[src/inc/adc_ctrl_regs.svh]
`ifndef ADC_CTRL_REGS_SVH
`define ADC_CTRL_REGS_SVH
// Control word layout
`define WORD_W 16
`define ADDR_HI 15
`define ADDR_LO 9
`define DATA_HI 8
`define DATA_W 9
`define ADDR_W 7
// Register addresses
`define ADR_TIMEOUT 7'h07
`define ADR_IFMT 7'h0B
`define ADR_CLKMODE 7'h0C
`define ADR_POWER 7'h0D
`define ADR_LGAIN 7'h0E
`define ADR_RGAIN 7'h0F
`define ADR_LC1 7'h10
`define ADR_LC2 7'h11
`define ADR_LC3 7'h12
`define ADR_GATE 7'h13
`define ADR_LIMITER 7'h14
`define ADR_INSEL 7'h15
`define ADR_SWRESET 7'h17
// Reset values
`define RST_TIMEOUT 9'h000
`define RST_IFMT 9'h022
`define RST_CLKMODE 9'h022
`define RST_POWER 9'h000
`define RST_GAIN 9'h0CF
`define RST_LC1 9'h07B
`define RST_LC2 9'h000
`define RST_LC3 9'h032
`define RST_GATE 9'h000
`define RST_LIMITER 9'h0A6
`define RST_INSEL 9'h001
`define RST_APPLIED_GAIN 8'hCF
`define RST_PAIRS 4'h0
// Field positions
`define GATE_EN_BIT 0
`define GATE_TH_HI 4
`define GATE_TH_LO 2
`define INSEL_HI 3
`define INSEL_LO 0
`define PWR_INPD_BIT 6
`define LC1_SEL_HI 8
`define LC1_SEL_LO 7
`define LC2_EN_BIT 8
`define GAIN_HI 7
// Gate threshold: -78 dBFS at code 0, 6 dB steps
`define GATE_BASE_DB 8'sh B2
`define GATE_STEP_DB 8'sh06
`endif

[src/inc/adc_ctrl_pkg.sv]
package adc_ctrl_pkg;
  // Channel selection of the level control
  typedef enum logic [1:0] {CH_NONE, CH_RIGHT, CH_LEFT, CH_BOTH} chan_sel_t;
  // Register word
  typedef logic [8:0] reg_word_t;
endpackage : adc_ctrl_pkg

[src/hdl/adc_control_register_bank.sv]
// Overview of operation
// - Triggered gate freezes amplifier gain
// - Gate triggers when pin level below threshold
// - Gate active only with level control channels
// - Bit 0 enables gate, default off
// - Threshold bits 4:2, 6 dB steps
// - Each select bit adds one input pair
// - One-hot codes pick pairs; default pair one
// - Buffer powerdown routes inputs to reference
// - Write to reset address resets bank
// - Software reset restores all register defaults; applied gain is not reset
// - Word is 7-bit address, 9-bit data
`timescale 1ns/10ps
`default_nettype none
`include "adc_ctrl_regs.svh"
module adc_control_register_bank (
  // Clock and reset
  input wire logic clock,
  input wire logic reset_n,
  // Control word from the serial interface
  input wire logic [15:0] ctrl_word,
  input wire logic ctrl_write,
  // Measured ADC level per channel in dB (left, right)
  input wire logic signed [7:0] adc_level_left_db,
  input wire logic signed [7:0] adc_level_right_db,
  // Gain requests from the level-control ramp (left, right)
  input wire logic [7:0] gain_req_left,
  input wire logic [7:0] gain_req_right,
  // Register contents
  output adc_ctrl_pkg::reg_word_t timeout_control_q,
  output adc_ctrl_pkg::reg_word_t audio_interface_format_q,
  output adc_ctrl_pkg::reg_word_t clocking_mode_control_q,
  output adc_ctrl_pkg::reg_word_t power_control_q,
  output adc_ctrl_pkg::reg_word_t left_gain_q,
  output adc_ctrl_pkg::reg_word_t right_gain_q,
  output adc_ctrl_pkg::reg_word_t level_control_one_q,
  output adc_ctrl_pkg::reg_word_t level_control_two_q,
  output adc_ctrl_pkg::reg_word_t level_control_three_q,
  output adc_ctrl_pkg::reg_word_t noise_gate_control_q,
  output adc_ctrl_pkg::reg_word_t limiter_control_q,
  output adc_ctrl_pkg::reg_word_t input_select_mute_q,
  // Mixer switches: pair enables and reference select
  output logic [3:0] pair_enable_q,
  output logic mid_supply_reference_q,
  // Gate state and effective amplifier gain
  output logic [1:0] gate_triggered_q,
  output logic [7:0] applied_gain_left_q,
  output logic [7:0] applied_gain_right_q,
  // Software reset pulse, high one cycle after the reset-address write
  output logic soft_reset_q
);
  import adc_ctrl_pkg::*;

  // Decoded word
  logic [6:0] addr;
  logic [8:0] data;
  assign addr = ctrl_word[`ADDR_HI:`ADDR_LO];
  assign data = ctrl_word[`DATA_HI:0];

  // Write strobes, one per address
  logic wr_timeout; // Timeout control
  logic wr_ifmt; // Interface format
  logic wr_clk; // Clocking mode
  logic wr_pwr; // Power control
  logic wr_lg; // Left gain
  logic wr_rg; // Right gain
  logic wr_lc1; // Level control one
  logic wr_lc2; // Level control two
  logic wr_lc3; // Level control three
  logic wr_gate; // Noise gate control
  logic wr_lim; // Limiter control
  logic wr_insel; // Input select and mute
  logic wr_srst; // Software reset, stores nothing
  assign wr_timeout = ctrl_write && (addr == `ADR_TIMEOUT);
  assign wr_ifmt = ctrl_write && (addr == `ADR_IFMT);
  assign wr_clk = ctrl_write && (addr == `ADR_CLKMODE);
  assign wr_pwr = ctrl_write && (addr == `ADR_POWER);
  assign wr_lg = ctrl_write && (addr == `ADR_LGAIN);
  assign wr_rg = ctrl_write && (addr == `ADR_RGAIN);
  assign wr_lc1 = ctrl_write && (addr == `ADR_LC1);
  assign wr_lc2 = ctrl_write && (addr == `ADR_LC2);
  assign wr_lc3 = ctrl_write && (addr == `ADR_LC3);
  assign wr_gate = ctrl_write && (addr == `ADR_GATE);
  assign wr_lim = ctrl_write && (addr == `ADR_LIMITER);
  assign wr_insel = ctrl_write && (addr == `ADR_INSEL);
  // Any data at the reset address triggers the reset
  assign wr_srst = ctrl_write && (addr == `ADR_SWRESET);

  // Register storage; software reset takes priority over a write
  always_ff @(posedge clock or negedge reset_n) begin
    if (!reset_n) begin
      timeout_control_q <= `RST_TIMEOUT;
      audio_interface_format_q <= `RST_IFMT;
      clocking_mode_control_q <= `RST_CLKMODE;
      power_control_q <= `RST_POWER;
      left_gain_q <= `RST_GAIN;
      right_gain_q <= `RST_GAIN;
      level_control_one_q <= `RST_LC1;
      level_control_two_q <= `RST_LC2;
      level_control_three_q <= `RST_LC3;
      noise_gate_control_q <= `RST_GATE;
      limiter_control_q <= `RST_LIMITER;
      input_select_mute_q <= `RST_INSEL;
    end else if (wr_srst) begin
      // Return every register to its default
      timeout_control_q <= `RST_TIMEOUT;
      audio_interface_format_q <= `RST_IFMT;
      clocking_mode_control_q <= `RST_CLKMODE;
      power_control_q <= `RST_POWER;
      left_gain_q <= `RST_GAIN;
      right_gain_q <= `RST_GAIN;
      level_control_one_q <= `RST_LC1;
      level_control_two_q <= `RST_LC2;
      level_control_three_q <= `RST_LC3;
      noise_gate_control_q <= `RST_GATE;
      limiter_control_q <= `RST_LIMITER;
      input_select_mute_q <= `RST_INSEL;
    end else begin
      // Plain stores, all nine bits kept
      if (wr_timeout) timeout_control_q <= data;
      if (wr_ifmt) audio_interface_format_q <= data;
      if (wr_clk) clocking_mode_control_q <= data;
      if (wr_pwr) power_control_q <= data;
      if (wr_lg) left_gain_q <= data;
      if (wr_rg) right_gain_q <= data;
      if (wr_lc1) level_control_one_q <= data;
      if (wr_lc2) level_control_two_q <= data;
      if (wr_lc3) level_control_three_q <= data;
      if (wr_gate) noise_gate_control_q <= data;
      if (wr_lim) limiter_control_q <= data;
      if (wr_insel) input_select_mute_q <= data;
    end
  end

  // Software reset indicator
  always_ff @(posedge clock or negedge reset_n) begin
    if (!reset_n) begin
      soft_reset_q <= 1'b0;
    end else begin
      soft_reset_q <= wr_srst;
    end
  end

  // Mixer routing: powerdown overrides the select field
  logic inpd;
  logic [3:0] insel;
  logic [3:0] pair_d;
  assign inpd = power_control_q[`PWR_INPD_BIT];
  assign insel = input_select_mute_q[`INSEL_HI:`INSEL_LO];
  assign pair_d = inpd ? 4'h0 : insel;

  // Registered mixer switches
  always_ff @(posedge clock or negedge reset_n) begin
    if (!reset_n) begin
      pair_enable_q <= `RST_PAIRS;
      mid_supply_reference_q <= 1'b0;
    end else begin
      pair_enable_q <= pair_d;
      mid_supply_reference_q <= inpd;
    end
  end

  // Gate controls
  chan_sel_t lc_sel;
  logic lc_on, gate_enable;
  logic [2:0] gate_threshold;
  logic signed [7:0] thresh_db;
  assign lc_sel = chan_sel_t'(level_control_one_q[`LC1_SEL_HI:`LC1_SEL_LO]);
  assign lc_on = level_control_two_q[`LC2_EN_BIT];
  assign gate_enable = noise_gate_control_q[`GATE_EN_BIT];
  assign gate_threshold = noise_gate_control_q[`GATE_TH_HI:`GATE_TH_LO];
  // -78 dBFS plus 6 dB per code step
  assign thresh_db = `GATE_BASE_DB + 8'(gate_threshold) * `GATE_STEP_DB;

  // Per-channel activity: bit 1 left, bit 0 right
  logic [1:0] chan_active;
  assign chan_active[1] = gate_enable && lc_on && (lc_sel == CH_LEFT || lc_sel == CH_BOTH);
  assign chan_active[0] = gate_enable && lc_on && (lc_sel == CH_RIGHT || lc_sel == CH_BOTH);

  // Level at the pin: ADC level less half the applied gain code (bits 7:1)
  logic signed [7:0] pin_db [2];
  assign pin_db[1] = adc_level_left_db - $signed({1'b0, applied_gain_left_q[7:1]});
  assign pin_db[0] = adc_level_right_db - $signed({1'b0, applied_gain_right_q[7:1]});

  // One comparator per channel
  genvar g;
  generate
    for (g = 0; g < 2; g++) begin : g_gate
      gate_channel u_gate_channel (
        .clock(clock),
        .reset_n(reset_n),
        .active(chan_active[g]),
        .threshold_db(thresh_db),
        .pin_level_db(pin_db[g]),
        .triggered_q(gate_triggered_q[g])
      );
    end
  endgenerate

  // Applied gain: follows request unless gate holds it
  always_ff @(posedge clock or negedge reset_n) begin
    if (!reset_n) begin
      applied_gain_left_q <= `RST_APPLIED_GAIN;
      applied_gain_right_q <= `RST_APPLIED_GAIN;
    end else begin
      if (!gate_triggered_q[1]) applied_gain_left_q <= gain_req_left;
      if (!gate_triggered_q[0]) applied_gain_right_q <= gain_req_right;
    end
  end

  // Checks
  // Left gain holds while its gate is triggered
  AST_GAIN_HELD: assert property (@(posedge clock) disable iff (!reset_n)
    gate_triggered_q[1] |=> $stable(applied_gain_left_q))
    else $error("left gain moved while gate triggered");

  // Right gain holds while its gate is triggered
  AST_GAIN_HELD_RIGHT: assert property (@(posedge clock) disable iff (!reset_n)
    gate_triggered_q[0] |=> $stable(applied_gain_right_q))
    else $error("right gain moved while gate triggered");

  // Open gate lets the gain follow its request
  AST_GAIN_FOLLOWS: assert property (@(posedge clock) disable iff (!reset_n)
    !gate_triggered_q[1] |=> applied_gain_left_q == $past(gain_req_left))
    else $error("left gain ignored its request");

  // No gate unless enable and level control are on
  AST_GATE_NEEDS_LC: assert property (@(posedge clock) disable iff (!reset_n)
    (!lc_on || !gate_enable) |=> gate_triggered_q == 2'b00)
    else $error("gate triggered without level control");

  // No gate when level control serves no channel
  AST_GATE_NO_CHAN: assert property (@(posedge clock) disable iff (!reset_n)
    lc_sel == CH_NONE |=> gate_triggered_q == 2'b00)
    else $error("gate triggered with no channel selected");

  // Right-only selection never gates the left channel
  AST_GATE_RIGHT_ONLY: assert property (@(posedge clock) disable iff (!reset_n)
    lc_sel == CH_RIGHT |=> !gate_triggered_q[1])
    else $error("left gate triggered on right-only selection");

  // Left-only selection never gates the right channel
  AST_GATE_LEFT_ONLY: assert property (@(posedge clock) disable iff (!reset_n)
    lc_sel == CH_LEFT |=> !gate_triggered_q[0])
    else $error("right gate triggered on left-only selection");

  // Right gate closes on a quiet active channel
  AST_GATE_TRIGGER: assert property (@(posedge clock) disable iff (!reset_n)
    (chan_active[0] && pin_db[0] < thresh_db) |=> gate_triggered_q[0])
    else $error("right gate failed to trigger");

  // Left gate closes on a quiet active channel
  AST_GATE_TRIGGER_LEFT: assert property (@(posedge clock) disable iff (!reset_n)
    (chan_active[1] && pin_db[1] < thresh_db) |=> gate_triggered_q[1])
    else $error("left gate failed to trigger");

  // Level at or above threshold leaves the gate open
  AST_GATE_OPEN: assert property (@(posedge clock) disable iff (!reset_n)
    pin_db[0] >= thresh_db |=> !gate_triggered_q[0])
    else $error("right gate triggered above threshold");

  // Disabled gate never triggers
  AST_GATE_DISABLED: assert property (@(posedge clock) disable iff (!reset_n)
    !gate_enable |=> gate_triggered_q == 2'b00)
    else $error("gate triggered while disabled");

  // Top threshold code
  AST_THRESH_RANGE: assert property (@(posedge clock) disable iff (!reset_n)
    gate_threshold == 3'h7 |-> thresh_db == -8'sd36)
    else $error("top threshold code wrong");

  // Bottom threshold code
  AST_THRESH_BASE: assert property (@(posedge clock) disable iff (!reset_n)
    gate_threshold == 3'h0 |-> thresh_db == -8'sd78)
    else $error("bottom threshold code wrong");

  // Mid-range threshold code, three steps up
  AST_THRESH_MID: assert property (@(posedge clock) disable iff (!reset_n)
    gate_threshold == 3'h3 |-> thresh_db == -8'sd60)
    else $error("mid threshold code wrong");

  // Pair switches follow the select field
  AST_PAIR_ROUTE: assert property (@(posedge clock) disable iff (!reset_n)
    !inpd |=> pair_enable_q == $past(insel))
    else $error("pair enables not following select");

  // Powerdown opens every pair and selects the reference
  AST_POWERDOWN: assert property (@(posedge clock) disable iff (!reset_n)
    inpd |=> pair_enable_q == 4'h0 && mid_supply_reference_q)
    else $error("powerdown did not select reference");

  // Reference released when buffer is powered
  AST_REF_OFF: assert property (@(posedge clock) disable iff (!reset_n)
    !inpd |=> !mid_supply_reference_q)
    else $error("reference selected while buffer powered");

  // Reset-address write restores the select and limiter
  AST_SOFT_RESET: assert property (@(posedge clock) disable iff (!reset_n)
    wr_srst |=> input_select_mute_q == `RST_INSEL && limiter_control_q == `RST_LIMITER)
    else $error("software reset left a register changed");

  // Reset pulse follows a reset-address write
  AST_SRST_PULSE: assert property (@(posedge clock) disable iff (!reset_n)
    wr_srst |=> soft_reset_q)
    else $error("software reset pulse missing");

  // Reset pulse only after a reset-address write
  AST_SRST_SINGLE: assert property (@(posedge clock) disable iff (!reset_n)
    !wr_srst |=> !soft_reset_q)
    else $error("software reset pulse without a write");

  // Every other register returns to its default
  AST_SRST_DEFAULTS: assert property (@(posedge clock) disable iff (!reset_n)
    wr_srst |=> timeout_control_q == `RST_TIMEOUT && audio_interface_format_q == `RST_IFMT
      && clocking_mode_control_q == `RST_CLKMODE && power_control_q == `RST_POWER
      && left_gain_q == `RST_GAIN && right_gain_q == `RST_GAIN
      && level_control_one_q == `RST_LC1 && level_control_two_q == `RST_LC2
      && level_control_three_q == `RST_LC3 && noise_gate_control_q == `RST_GATE)
    else $error("software reset missed a default");

  // Gate register keeps the written data bits
  AST_WRITE_STORE: assert property (@(posedge clock) disable iff (!reset_n)
    wr_gate |=> noise_gate_control_q == $past(data))
    else $error("gate register write not stored");

  // Select register keeps the written data bits
  AST_INSEL_STORE: assert property (@(posedge clock) disable iff (!reset_n)
    wr_insel |=> input_select_mute_q == $past(data))
    else $error("select register write not stored");

  // Registers hold while no word is written
  AST_HOLD_IDLE: assert property (@(posedge clock) disable iff (!reset_n)
    !ctrl_write |=> $stable(noise_gate_control_q) && $stable(input_select_mute_q) && $stable(power_control_q))
    else $error("register changed without a write");

  // Main scenarios
  COV_SRST: cover property (@(posedge clock) disable iff (!reset_n) wr_srst);
  COV_GATE: cover property (@(posedge clock) disable iff (!reset_n) gate_triggered_q == 2'b11);
  COV_MIX: cover property (@(posedge clock) disable iff (!reset_n) pair_enable_q == 4'h5);
  COV_LEFT_HELD: cover property (@(posedge clock) disable iff (!reset_n) gate_triggered_q == 2'b10);
  COV_REFERENCE: cover property (@(posedge clock) disable iff (!reset_n) mid_supply_reference_q);
endmodule : adc_control_register_bank
`default_nettype wire

[src/hdl/gate_channel.sv]
`timescale 1ns/10ps
`default_nettype none
`include "adc_ctrl_regs.svh"
// One channel of the noise gate: compares level and registers the trigger state
module gate_channel (
  // Clock and reset
  input wire logic clock,
  input wire logic reset_n,
  // Controls
  input wire logic active,
  input wire logic signed [7:0] threshold_db,
  // Input-pin level in dB (ADC level minus gain)
  input wire logic signed [7:0] pin_level_db,
  // Gate state
  output logic triggered_q
);
  logic trig_d;
  // Trigger when input-pin level below threshold
  assign trig_d = active && (pin_level_db < threshold_db);
  // Registered gate state
  always_ff @(posedge clock or negedge reset_n) begin
    if (!reset_n) begin
      triggered_q <= 1'b0;
    end else begin
      triggered_q <= trig_d;
    end
  end
endmodule : gate_channel
`default_nettype wire

[config.mk]
export PLATFORM = sky130hd
export DESIGN_NAME = adc_control_register_bank
export DESIGN_NICKNAME = d
export VERILOG_FILES = /design/src/inc/adc_ctrl_pkg.sv /design/src/hdl/adc_control_register_bank.sv /design/src/hdl/gate_channel.sv
export VERILOG_INCLUDE_DIRS = /design/src /design/src/inc
export SDC_FILE = /design/constraint.sdc
export NUM_CORES = 1
export LEC_CHECK = 0
export BUFFER_PORTS_ARGS = -buffer_cell sky130_fd_sc_hd__buf_2
export CORE_AREA = 3 3 126 128
export CTS_CLUSTER_DIAMETER = 200
export DETAILED_ROUTE_END_ITERATION = 6
export DIE_AREA = 0 0 129 131
export PLACE_DENSITY = 0.73
export SYNTH_ARGS = -nofsm -noshare
export SYNTH_HDL_FRONTEND = slang
export SYNTH_SLANG_ARGS = --single-unit
[constraint.sdc]
create_clock -name clock -period 6.95 [get_ports clock]
set_input_delay 0 -clock clock [delete_from_list [all_inputs] [get_ports clock]]
set_output_delay 0 -clock clock [all_outputs]
set_load 0.02 [all_outputs]
==> results.cfg, run 1 <==
[power]
pwr-share-comb_pct = 19.1
seq_power_share_pct = 40.1
pwr-share-clk_pct = 40.8
power_mw = 2.29
switchingPower_mw = 0.659
leakagePower_nw = 4.30
irDropWorstVdd_uv = 181
p_sw_share_pct = 28.7
powerDensity_mw_per_mm2 = 275
p_int_mw = 1.63

[critical_path]
cpMaxStageDelayCell = dfrtp_1
r2r-end = g_gate[0].u_gate_channel.triggered_q
rr_startpoint = noise_gate_control_q[2]
path_class = reg2reg
path_buf_inv = 1
start_kind = register
crit_path_end = g_gate[0].u_gate_channel.triggered_q
crit_family = adder cells
r2r_cells = 11
path_max_fanout = 8
required_ns = 7.25
slowest_delay_ns = 0.46
reg2reg_slack_ns = 3.87
crit_path_start = noise_gate_control_q[2]
cp_common_cell = ha_1
cp_cell_sequence = ha_1 -> inv_1 -> fa_1 -> nor3b_1 -> xor2_1 -> ha_1 -> o21ai_0 -> a21oi_1 -> nor4_4 -> o41ai_2 -> a2111oi_2
worst_ep_arrival_time_ns = 3.39
crit_path_end_kind = register
cp_num_cells = 11

[detailed_routing]
viasPerCell = 5.24
wl_um = 18200
first_pass_iters = 4
wl_per_cell_um = 17.6
drt-initial-drc-count = 301
drc_errors = 0
postRouteAntennaNets = 0
vias = 5444

[floorplan]
chipWidth_um = 129
start_util_pct = 42.7
num_rows = 45
core_mm2 = 0.0150
die_h_um = 131
io_pins = 183
die_area_mm2 = 0.0169

[worst_hold_path]
hold_class = in2reg

[placement]
globalplace.congestion = 0.849
place_ws_ns = 3.88
hpwl_um = 12000
io_buffers = 182
post_dp_cell_area_mm2 = 0.00746

[cts]
htree_levels = 4
root_buffer = clkbuf_16
worstSkewPairLatency_ns = 0.41
clkTransAtPathRegs_ns = 0.06
numCtsBuffers = 17
clockBufferDepth = 2
clock_sinks = 132
cts_tree = built
cts_resized = 0

[yosys]
synth_top_area_share_pct = 35.2
synth_top_family_by_area = simple AND/OR/NAND/NOR gates
synth_area_leaders = dfrtp_1 35%, dfstp_2 17%, nand3_1 7.2%
yosysTopAreaCell = dfrtp_1
post_synth.cell_area_avg_um2 = 9.96
ys_seq_area_share_pct = 52.5
synth_simple_gate_area_share_pct = 21.2
synth_adder_area_share_pct = 5.63
synth_compound_area_share_pct = 7.69
synth_area_mm2 = 0.00639
ys.warnings.count = 0
synth.area.mux_share_pct = 7.36
synth_nets = 720
synth_cells = 642
synth_xor_area_share_pct = 1.76
synth-seq-cells = 132
ys_types = 47

[grt]
gr-total-overflow = 0
grt_max_degree = 71
grt_pass1_vias = 5395
grt_use_total_pct = 21.9
antenna_found_initial = 0
grt_pass1_wl_um = 28700

[cells_and_area]
fin_area_mm2 = 0.00834
antenna_cells = 0
drive_gt1_share_pct = 35.3
layout.nets = 915
syn_to_final_growth_pct = 30.4

[sta]
slew_viol_final = 0
tns_ns = 0
rsz0062_at_grt = false
slew_headroom_pct = 40.4
final-setup-viol-count = 0
fin_crit_sh_pct = 44.3
timing.fmax_mhz = 325
layout_setup_ws_ns = 3.87
hold_viol_final = 0
worstMarginPinSlew_ns = 0.894
finClkSkew_ns = 0.00345
period_needed_ns = 3.08

[job]
cap_violations = 0

[outcome]
run_status = finished clean
## cells in the mapped netlist, drive strengths merged
library cell and count:
o21a 1, mux2i 29, o21ai 9, nand4b 2
o41ai 2, nand3 92, nor4b 2, a31oi 1
nor2b 8, mux2 16, nand2b 8, nor3b 2
a41o 1, nor4 4, xor2 6, or3 1
dfrtp 90, o21bai 2, nor2 30, and2b 1
a21o 4, nand2 116, or2 2, dfstp 42
o22ai 2, nor3 3, clkbuf 27, nand3b 9
a2111oi 1, ha 24, inv 19, xnor2 6
a21oi 59, a211oi 3, fa 3, buf 14
nand4bb 1
## cell families (layout without fill, tap and decap cells)
logic type,count (synthesis),after routing
compound gates,85,85
buf+inv,60,268
fa+ha+maj,27,27
simple gates,281,281
xor+xnor,12,12
flops,132,132
mux,45,45
## through the flow
stage          instances  util [%]  hold WS [ns]
2_1_floorplan        642         -        -0.296
3_3_place_gp         980      49.8        0.0261
3_5_place_dp         980      49.8        0.0302
4_1_cts             1038      55.7      0.000770
5_1_grt             1038      55.7        0.0211
6_report            1038      55.7        0.0219
## routing by layer
layer / up-vias / share of wire, % / global-route usage [%]
li1: 2586 / - / -
met5: - / 0 / 0
met2: 225 / 49 / 35.5
met3: 29 / 7.6 / 6.30
met4: 0 / 2.1 / 7.66
met1: 2604 / 41 / 28.2
## how the worst min path moves through the flow
stage	start	to	slack, ns	depth (start not counted)
after floorplan	reset_n	applied_gain_left_q[4]	-0.30	0
after detailed placement	reset_n	level_control_one_q[8]	0.03	1
after global routing	adc_level_right_db[7]	g_gate[0].u_gate_channel.triggered_q	0.02	4
final	adc_level_right_db[7]	g_gate[0].u_gate_channel.triggered_q	0.02	4
after global placement	reset_n	level_control_one_q[8]	0.03	1
after CTS	ctrl_word[3]	right_gain_q[3]	0.0008	3
## timing repair
action                                 4_1_cts  5_1_grt
setup buffers                                0        0
endpoints found under the hold margin      100        0
hold buffers                                26        0
## final cells by class
class,count,area (um2)
multi-input combinational,450,2810
fill,1344,6640
timing repair buffer,217,1240
inverter,19,71.3
tap,188,235
clock inverter,13,184
clock buffer,19,433
sequential,132,3360
## worst register-to-register path, delay by kind of cell, from the launching register on
| family | cells | cell delay, ns |
|---|---|---|
| simple gates | 2 | 0.60 |
| buf+inv | 1 | 0.07 |
| compound gates | 4 | 0.60 |
| xor+xnor | 1 | 0.27 |
| fa+ha+maj | 3 | 0.97 |
| flops | 1 | 0.46 |
## cells in the final DEF (no fill, tap or decap), types with 3 or more instances in the layout
master / instances
bufinv_16: 4
nor2_1: 28
nor2b_1: 7
a211oi_1: 3
a21o_1: 4
dlygate4sd3_1: 26
fa_1: 3
dfrtp_1: 90
mux2_2: 16
nand3b_1: 9
clkinvlp_4: 6
xnor2_1: 5
inv_1: 18
o21ai_0: 8
nand2_1: 113
nand3_1: 92
nand2_2: 3
dfstp_2: 42
clkbuf_16: 17
xor2_1: 6
buf_2: 181
nand2b_1: 8
a21oi_1: 59
ha_1: 24
nor3_2: 3
mux2i_1: 29
buf_4: 9
## power groups by stage
stage	clock network (mW)	logic [mW]	registers, mW
6_report	0.936	0.437	0.920
5_1_grt	0.994	0.484	0.930
4_1_cts	0.955	0.441	0.920
3_5_place_dp	0	0.429	0.930
3_3_place_gp	0	0.422	0.929
2_1_floorplan	0	0.166	1.03
Power figures use the tool's default switching activity.
==> inputs of run 2 (changes only) <==
--- a/config.mk
+++ b/config.mk
@@ -6,12 +6,13 @@
 export SDC_FILE = /design/constraint.sdc
 export NUM_CORES = 1
 export LEC_CHECK = 0
+export ABC_AREA = 1
 export BUFFER_PORTS_ARGS = -buffer_cell sky130_fd_sc_hd__buf_2
-export CORE_AREA = 3 3 126 128
+export CORE_AREA = 3 3 124 126
 export CTS_CLUSTER_DIAMETER = 200
 export DETAILED_ROUTE_END_ITERATION = 6
-export DIE_AREA = 0 0 129 131
-export PLACE_DENSITY = 0.73
+export DIE_AREA = 0 0 127 129
+export PLACE_DENSITY = 0.75
 export SYNTH_ARGS = -nofsm -noshare
 export SYNTH_HDL_FRONTEND = slang
 export SYNTH_SLANG_ARGS = --single-unit
==> constraint.sdc (replaced) <==
create_clock -name clock -period 2.6 [get_ports clock]
set_input_delay 0 -clock clock [delete_from_list [all_inputs] [get_ports clock]]
set_output_delay 0 -clock clock [all_outputs]
set_load 0.02 [all_outputs]
==> results.cfg, run 2 <==
[outcome]
run_status = finished clean

[power]
irDropWorstVdd_uv = 461
p_sw_share_pct = 31.2
leakagePower_nw = 4.22
pwr-share-clk_pct = 36.9
p_int_mw = 4.43
switchingPower_mw = 2.01
powerDensity_mw_per_mm2 = 797
seq_power_share_pct = 39.7
pwr-share-comb_pct = 23.3
power_mw = 6.44

[sta]
rsz0062_at_grt = false
holdWs_ns = 0.0282
timing.fmax_mhz = 412
slew_headroom_pct = 44.0
period_needed_ns = 2.43
finClkSkew_ns = 0.00387
tns_ns = 0
layout_setup_ws_ns = 0.175
hold_viol_final = 0
final-setup-viol-count = 0
worstMarginPinSlew_ns = 0.839
fin_crit_sh_pct = 93.3
slew_viol_final = 0

[yosys]
dominantRegCellSynth = dfrtp_1
async_reset_ff_share_pct = 100
synth_top_area_share_pct = 36.4
ys_seq_area_share_pct = 54.3
ys_types = 39
synth_area_mm2 = 0.00618
synth-seq-cells = 132
post_synth.cell_area_avg_um2 = 9.62
synth_commonest_cells = 144 x nand2_1, 90 x dfrtp_1, 55 x inv_1
synthMostInstantiatedCell = nand2_1
synth_cells = 643
synth_area_leaders = dfrtp_1 36%, dfstp_2 18%, nand2_1 8.7%
yosysTopAreaCell = dfrtp_1
ys.warnings.count = 0
synth_nets = 721
synth_edf_count = 0

[floorplan]
die_h_um = 129
die_area_mm2 = 0.0164
core_mm2 = 0.0144
io_pins = 183
chipWidth_um = 127
num_rows = 44
start_util_pct = 42.9

[cells_and_area]
drive_gt1_share_pct = 37.3
antenna_cells = 0
n_fill_cell = 1310
layout.nets = 931
multiInputGateArea_mm2 = 0.00244
layout_commonest_cell = buf_2
syn_to_final_growth_pct = 30.7
seqCellArea_mm2 = 0.00336
fin_area_mm2 = 0.00808
most-common-layout-cells = 181 x buf_2, 144 x nand2_1, 90 x dfrtp_1

[detailed_routing]
wl_um = 16400
drc_errors = 0
vias = 5070
viasPerCell = 4.83
first_pass_iters = 4
drt-initial-drc-count = 193
postRouteAntennaNets = 0
wl_per_cell_um = 15.6

[critical_path]
cp_cell_sequence = ha_1 -> inv_1 -> fa_1 -> xor2_1 -> ha_1 -> a21oi_1 -> o21ai_0 -> nand2_1 -> nand2_1 -> nand3_1 -> nand2_1 -> a21oi_1
path_buf_inv = 1
crit_path_end_kind = register
required_ns = 2.93
slowest_delay_ns = 0.55
start_kind = register
worst_ep_arrival_time_ns = 2.75
cp_common_cell = nand2_1
crit_family = adder cells
cpMaxStageDelayCell = fa_1
path_class = reg2reg
path_max_fanout = 5

[grt]
antenna_found_initial = 0
grt_use_total_pct = 20.1
grt_pass1_vias = 4975
grt_max_degree = 71
grt_pass1_wl_um = 25700
gr-total-overflow = 0

[job]
cap_violations = 0

[cts]
clkTransAtPathRegs_ns = 0.06
post_cts_buffers = 0
numCtsBuffers = 17
cts_tree = built
clock_sinks = 132
root_buffer = clkbuf_16
clockBufferDepth = 2
worstSkewPairLatency_ns = 0.40
htree_levels = 4

[placement]
globalplace.congestion = 0.855
post_dp_cell_area_mm2 = 0.00721
io_buffers = 182
hpwl_um = 11500
place_ws_ns = 0.187

[worst_hold_path]
hold_class = in2reg
run 2: repair_timing:
action,4_1_cts,5_1_grt
resized for setup,0,1
endpoints found under the setup margin,0,1
endpoints found under the hold margin,110,0
hold buffers,27,0
run 2: final timing paths:
| path | from | to | slack [ns] | cells past startpoint |
|---|---|---|---|---|
| worst max-delay path | noise_gate_control_q[3] | g_gate[1].u_gate_channel.triggered_q | 0.17 | 12 |
| worst min-delay path | ctrl_word[12] | audio_interface_format_q[3] | 0.03 | 3 |
| worst max register to register | noise_gate_control_q[3] | g_gate[1].u_gate_channel.triggered_q | 0.17 | 12 |
| worst min register to register | clocking_mode_control_q[0] | clocking_mode_control_q[0] | 0.48 | 2 |
| max in group asynchronous | reset_n | applied_gain_right_q[0] | 1.62 | 3 |
| min in group asynchronous | reset_n | limiter_control_q[4] | 0.13 | 2 |
run 2: logic make-up (layout without fill, tap and decap cells):
logic type / count (synthesis) / after routing / share of synthesized area [%]
AND/OR/NAND/NOR: 237 / 237 / 16.7
AO/OA/AOI/OAI: 146 / 146 / 14.4
flip-flops: 132 / 132 / 54.3
buffers and inverters: 85 / 308 / 6.37
adder cells (fa/ha/maj): 27 / 27 / 5.83
XOR/XNOR: 12 / 12 / 1.70
multiplexers: 4 / 4 / 0.728
run 2: final cells by class:
cell class	count	share of cell area, %
clock buffer	21	5.82
inverter	65	3.03
sequential	132	41.5
timing repair buffer	211	15.0
clock inverter	11	1.56
tap	184	2.85
multi-input combinational	426	30.2
run 2: worst min-delay path, cell delays in order:
cell	delay, ns
buf_2	0.13
nand3_1	0.15
o21ai_0	0.10
run 2: metrics by stage:
| stage | cells | utilization, % |
|---|---|---|
| 2_1_floorplan | 643 | - |
| 3_3_place_gp | 991 | 50.0 |
| 3_5_place_dp | 991 | 50.0 |
| 4_1_cts | 1050 | 56.0 |
| 5_1_grt | 1050 | 56.0 |
| 6_report | 1050 | 56.0 |
run 2: layer usage:
layer  GRT usage, %  wire, um
met5              0         0
met4           5.30       147
met2           32.3      7680
met3           6.10      1140
met1           26.8      7410
run 2: power by group through the flow:
stage / Combinational (mW) / Sequential [mW] / Clock [mW]
final: 1.50 / 2.56 / 2.38
after global routing: 1.67 / 2.60 / 2.53
after CTS: 1.52 / 2.56 / 2.43
after detailed placement: 1.48 / 2.58 / 0
after global placement: 1.45 / 2.58 / 0
after floorplan: 0.586 / 2.93 / 0
==> inputs of run 3 (changes only) <==
--- a/config.mk
+++ b/config.mk
@@ -8,11 +8,13 @@
 export LEC_CHECK = 0
 export ABC_AREA = 1
 export BUFFER_PORTS_ARGS = -buffer_cell sky130_fd_sc_hd__buf_2
-export CORE_AREA = 3 3 124 126
+export CORE_AREA = 3 3 130 132
 export CTS_CLUSTER_DIAMETER = 200
 export DETAILED_ROUTE_END_ITERATION = 6
-export DIE_AREA = 0 0 127 129
-export PLACE_DENSITY = 0.75
+export DIE_AREA = 0 0 133 135
+export PLACE_DENSITY = 0.74
+export REMOVE_ABC_BUFFERS = 1
 export SYNTH_ARGS = -nofsm -noshare
 export SYNTH_HDL_FRONTEND = slang
+export SYNTH_HIERARCHICAL = 1
 export SYNTH_SLANG_ARGS = --single-unit
==> results.cfg, run 3 <==
[outcome]
run_status = finished clean

[sta]
finClkSkew_ns = 0.00500
period_needed_ns = 2.46
worstMarginPinSlew_ns = 0.701
hold_viol_final = 0
final-setup-viol-count = 0
slew_viol_final = 0
slew_headroom_pct = 53.1
timing.fmax_mhz = 406
layout_setup_ws_ns = 0.136
fin_crit_sh_pct = 94.8

[yosys]
dominantRegCellSynth = dfrtp_1
yosysTopAreaCell = dfrtp_1
ys_seq_area_share_pct = 49.6
synth_cells = 810
synth-seq-cells = 132
synth_commonest_cells = 245 x nand2_1, 122 x nand3_1, 90 x dfrtp_1
synth_area_mm2 = 0.00676
synth_edf_count = 0
synthMostInstantiatedCell = nand2_1
synth_top_area_share_pct = 33.3
ys.warnings.count = 6
synth_area_leaders = dfrtp_1 33%, dfstp_2 16%, nand2_1 14%
post_synth.cell_area_avg_um2 = 8.35
async_reset_ff_share_pct = 100
ys_types = 30

[placement]
place_ws_ns = 0.0537
globalplace.congestion = 0.852
placedCellCount = 1188
io_buffers = 182
hpwl_um = 13400

[critical_path]
cp_num_cells = 12
path_max_fanout = 4
cp_cell_sequence = buf_4 -> fa_1 -> xnor2_2 -> nand2_1 -> xor2_2 -> inv_1 -> ha_1 -> a21oi_2 -> o21a_1 -> nand3_2 -> nand2_1 -> nor2_1
start_kind = register
path_buf_inv = 2
r2r_cells = 12
cpMaxStageDelayCell = fa_1
cp_common_cell = nand2_1
slowest_delay_ns = 0.47
path_class = reg2reg
crit_path_end_kind = register
worst_ep_arrival_time_ns = 2.77
crit_family = adder cells
required_ns = 2.90

[cts]
cts_tree = built
clkTransAtPathRegs_ns = 0.06
numCtsBuffers = 17
clockBufferDepth = 2
root_buffer = clkbuf_16
htree_levels = 4
worstSkewPairLatency_ns = 0.41
post_cts_buffers = 0
clock_sinks = 132

[grt]
grt_pass1_wl_um = 30800
gr-total-overflow = 0
antenna_found_initial = 0
grt_pass1_vias = 5973
grt_max_degree = 65
grt_use_total_pct = 21.4

[detailed_routing]
postRouteAntennaNets = 0
wl_per_cell_um = 15.3
drc_errors = 0
vias = 6129
wl_um = 19200
viasPerCell = 4.91
first_pass_iters = 5
drt-initial-drc-count = 371

[floorplan]
chipWidth_um = 133
core_mm2 = 0.0158
die_area_mm2 = 0.0180
io_pins = 183
start_util_pct = 42.7
num_rows = 46
die_h_um = 135

[cells_and_area]
antenna_cells = 0
layout.nets = 1105
syn_to_final_growth_pct = 29.6
most-common-layout-cells = 245 x nand2_1, 181 x buf_2, 122 x nand3_1
drive_gt1_share_pct = 28.1
n_fill_cell = 1453
fin_cells = 1249
layout_commonest_cell = nand2_1

[worst_hold_path]
whs_path_depth = 5
hold_class = in2reg

[power]
leakagePower_nw = 5.05
power_mw = 6.12
irDropWorstVdd_uv = 444
powerDensity_mw_per_mm2 = 698

[job]
cap_violations = 0
[run 3: changes by cell type after synthesis, moves of 10 or more]
cell     delta
nand4_1    +26
nand2_1   +101
a21oi_1    -10
o21ai_0    -18
inv_1      +25
o21ai_1    -26
o21ai_2    -31
nand3_1    +94
[run 3: timing repair]
item / in CTS / in global routing
endpoints found under the hold margin: 126 / 0
setup endpoints to repair: 0 / 2
gates resized for setup: 0 / 3
hold buffers: 29 / 0
[run 3: report_power, final]
group	internal [mW]	total [mW]	switching, mW
logic	0.442	1.21	0.772
registers	2.31	2.43	0.117
clock network	1.57	2.48	0.913
total	4.32	6.12	1.80
[run 3: stage by stage]
stage                     cell area [um2]  util, %  hold slack (ns)  setup TNS, ns
after floorplan                      6590        -           -0.296              0
after global placement               7840     49.6           0.0306              0
after detailed placement             7840     49.6           0.0307              0
after CTS                            8740     55.2           0.0401              0
after global routing                 8760     55.4           0.0720       -0.00803
final                                8760     55.4           0.0397              0
[run 3: final timing paths]
path / slack (ns) / endpoint / startpoint
setup / recovery: 0.14 / g_gate[1].u_gate_channel/triggered_q / noise_gate_control_q[3]
setup reg to reg: 0.14 / g_gate[1].u_gate_channel/triggered_q / noise_gate_control_q[3]
hold reg to reg: 0.47 / limiter_control_q[2] / limiter_control_q[2]
min in group asynchronous: 0.16 / applied_gain_right_q[4] / reset_n
max in group asynchronous: 1.52 / level_control_three_q[1] / reset_n
hold / removal: 0.04 / input_select_mute_q[0] / ctrl_word[12]
[run 3: layout make-up]
type / instances / area [um2] / area share, %
Timing Repair Buffer: 219 / 1270 / 14.5
Inverter: 81 / 304 / 3.47
Sequential cell: 132 / 3360 / 38.3
Tap cell: 216 / 270 / 3.08
Clock inverter: 11 / 150 / 1.71
Clock buffer: 21 / 460 / 5.25
Multi-Input combinational cell: 569 / 2960 / 33.7
[run 3: worst reg2reg max path, stage by stage, from the launching register on]
cell	delay, ns
dfrtp_1	0.40
buf_4	0.16
fa_1	0.47
xnor2_2	0.22
nand2_1	0.12
xor2_2	0.16
inv_1	0.06
ha_1	0.31
a21oi_2	0.14
o21a_1	0.16
nand3_2	0.07
nand2_1	0.06
nor2_1	0.04
[run 3: kinds of logic after synthesis]
logic type / count (synthesis) / synth area share (%)
simple gates: 463 / 30.4
compound gates: 53 / 4.05
buf+inv: 111 / 7.16
xor+xnor: 11 / 1.42
flops: 132 / 49.6
other cells: 2 / 0.111
fa+ha+maj: 34 / 6.62
mux: 4 / 0.666
[run 3: metal layers]
layer  routed length, um  track usage, %  vias up  share of wire, %
li1                    -               -     3048                 -
met1                8670            28.2     2875                45
met2                8930            35.3      193                47
met3                1400            6.67       13               7.3
met4                 161            4.33        0              0.84
met5                   0               0        -                 0
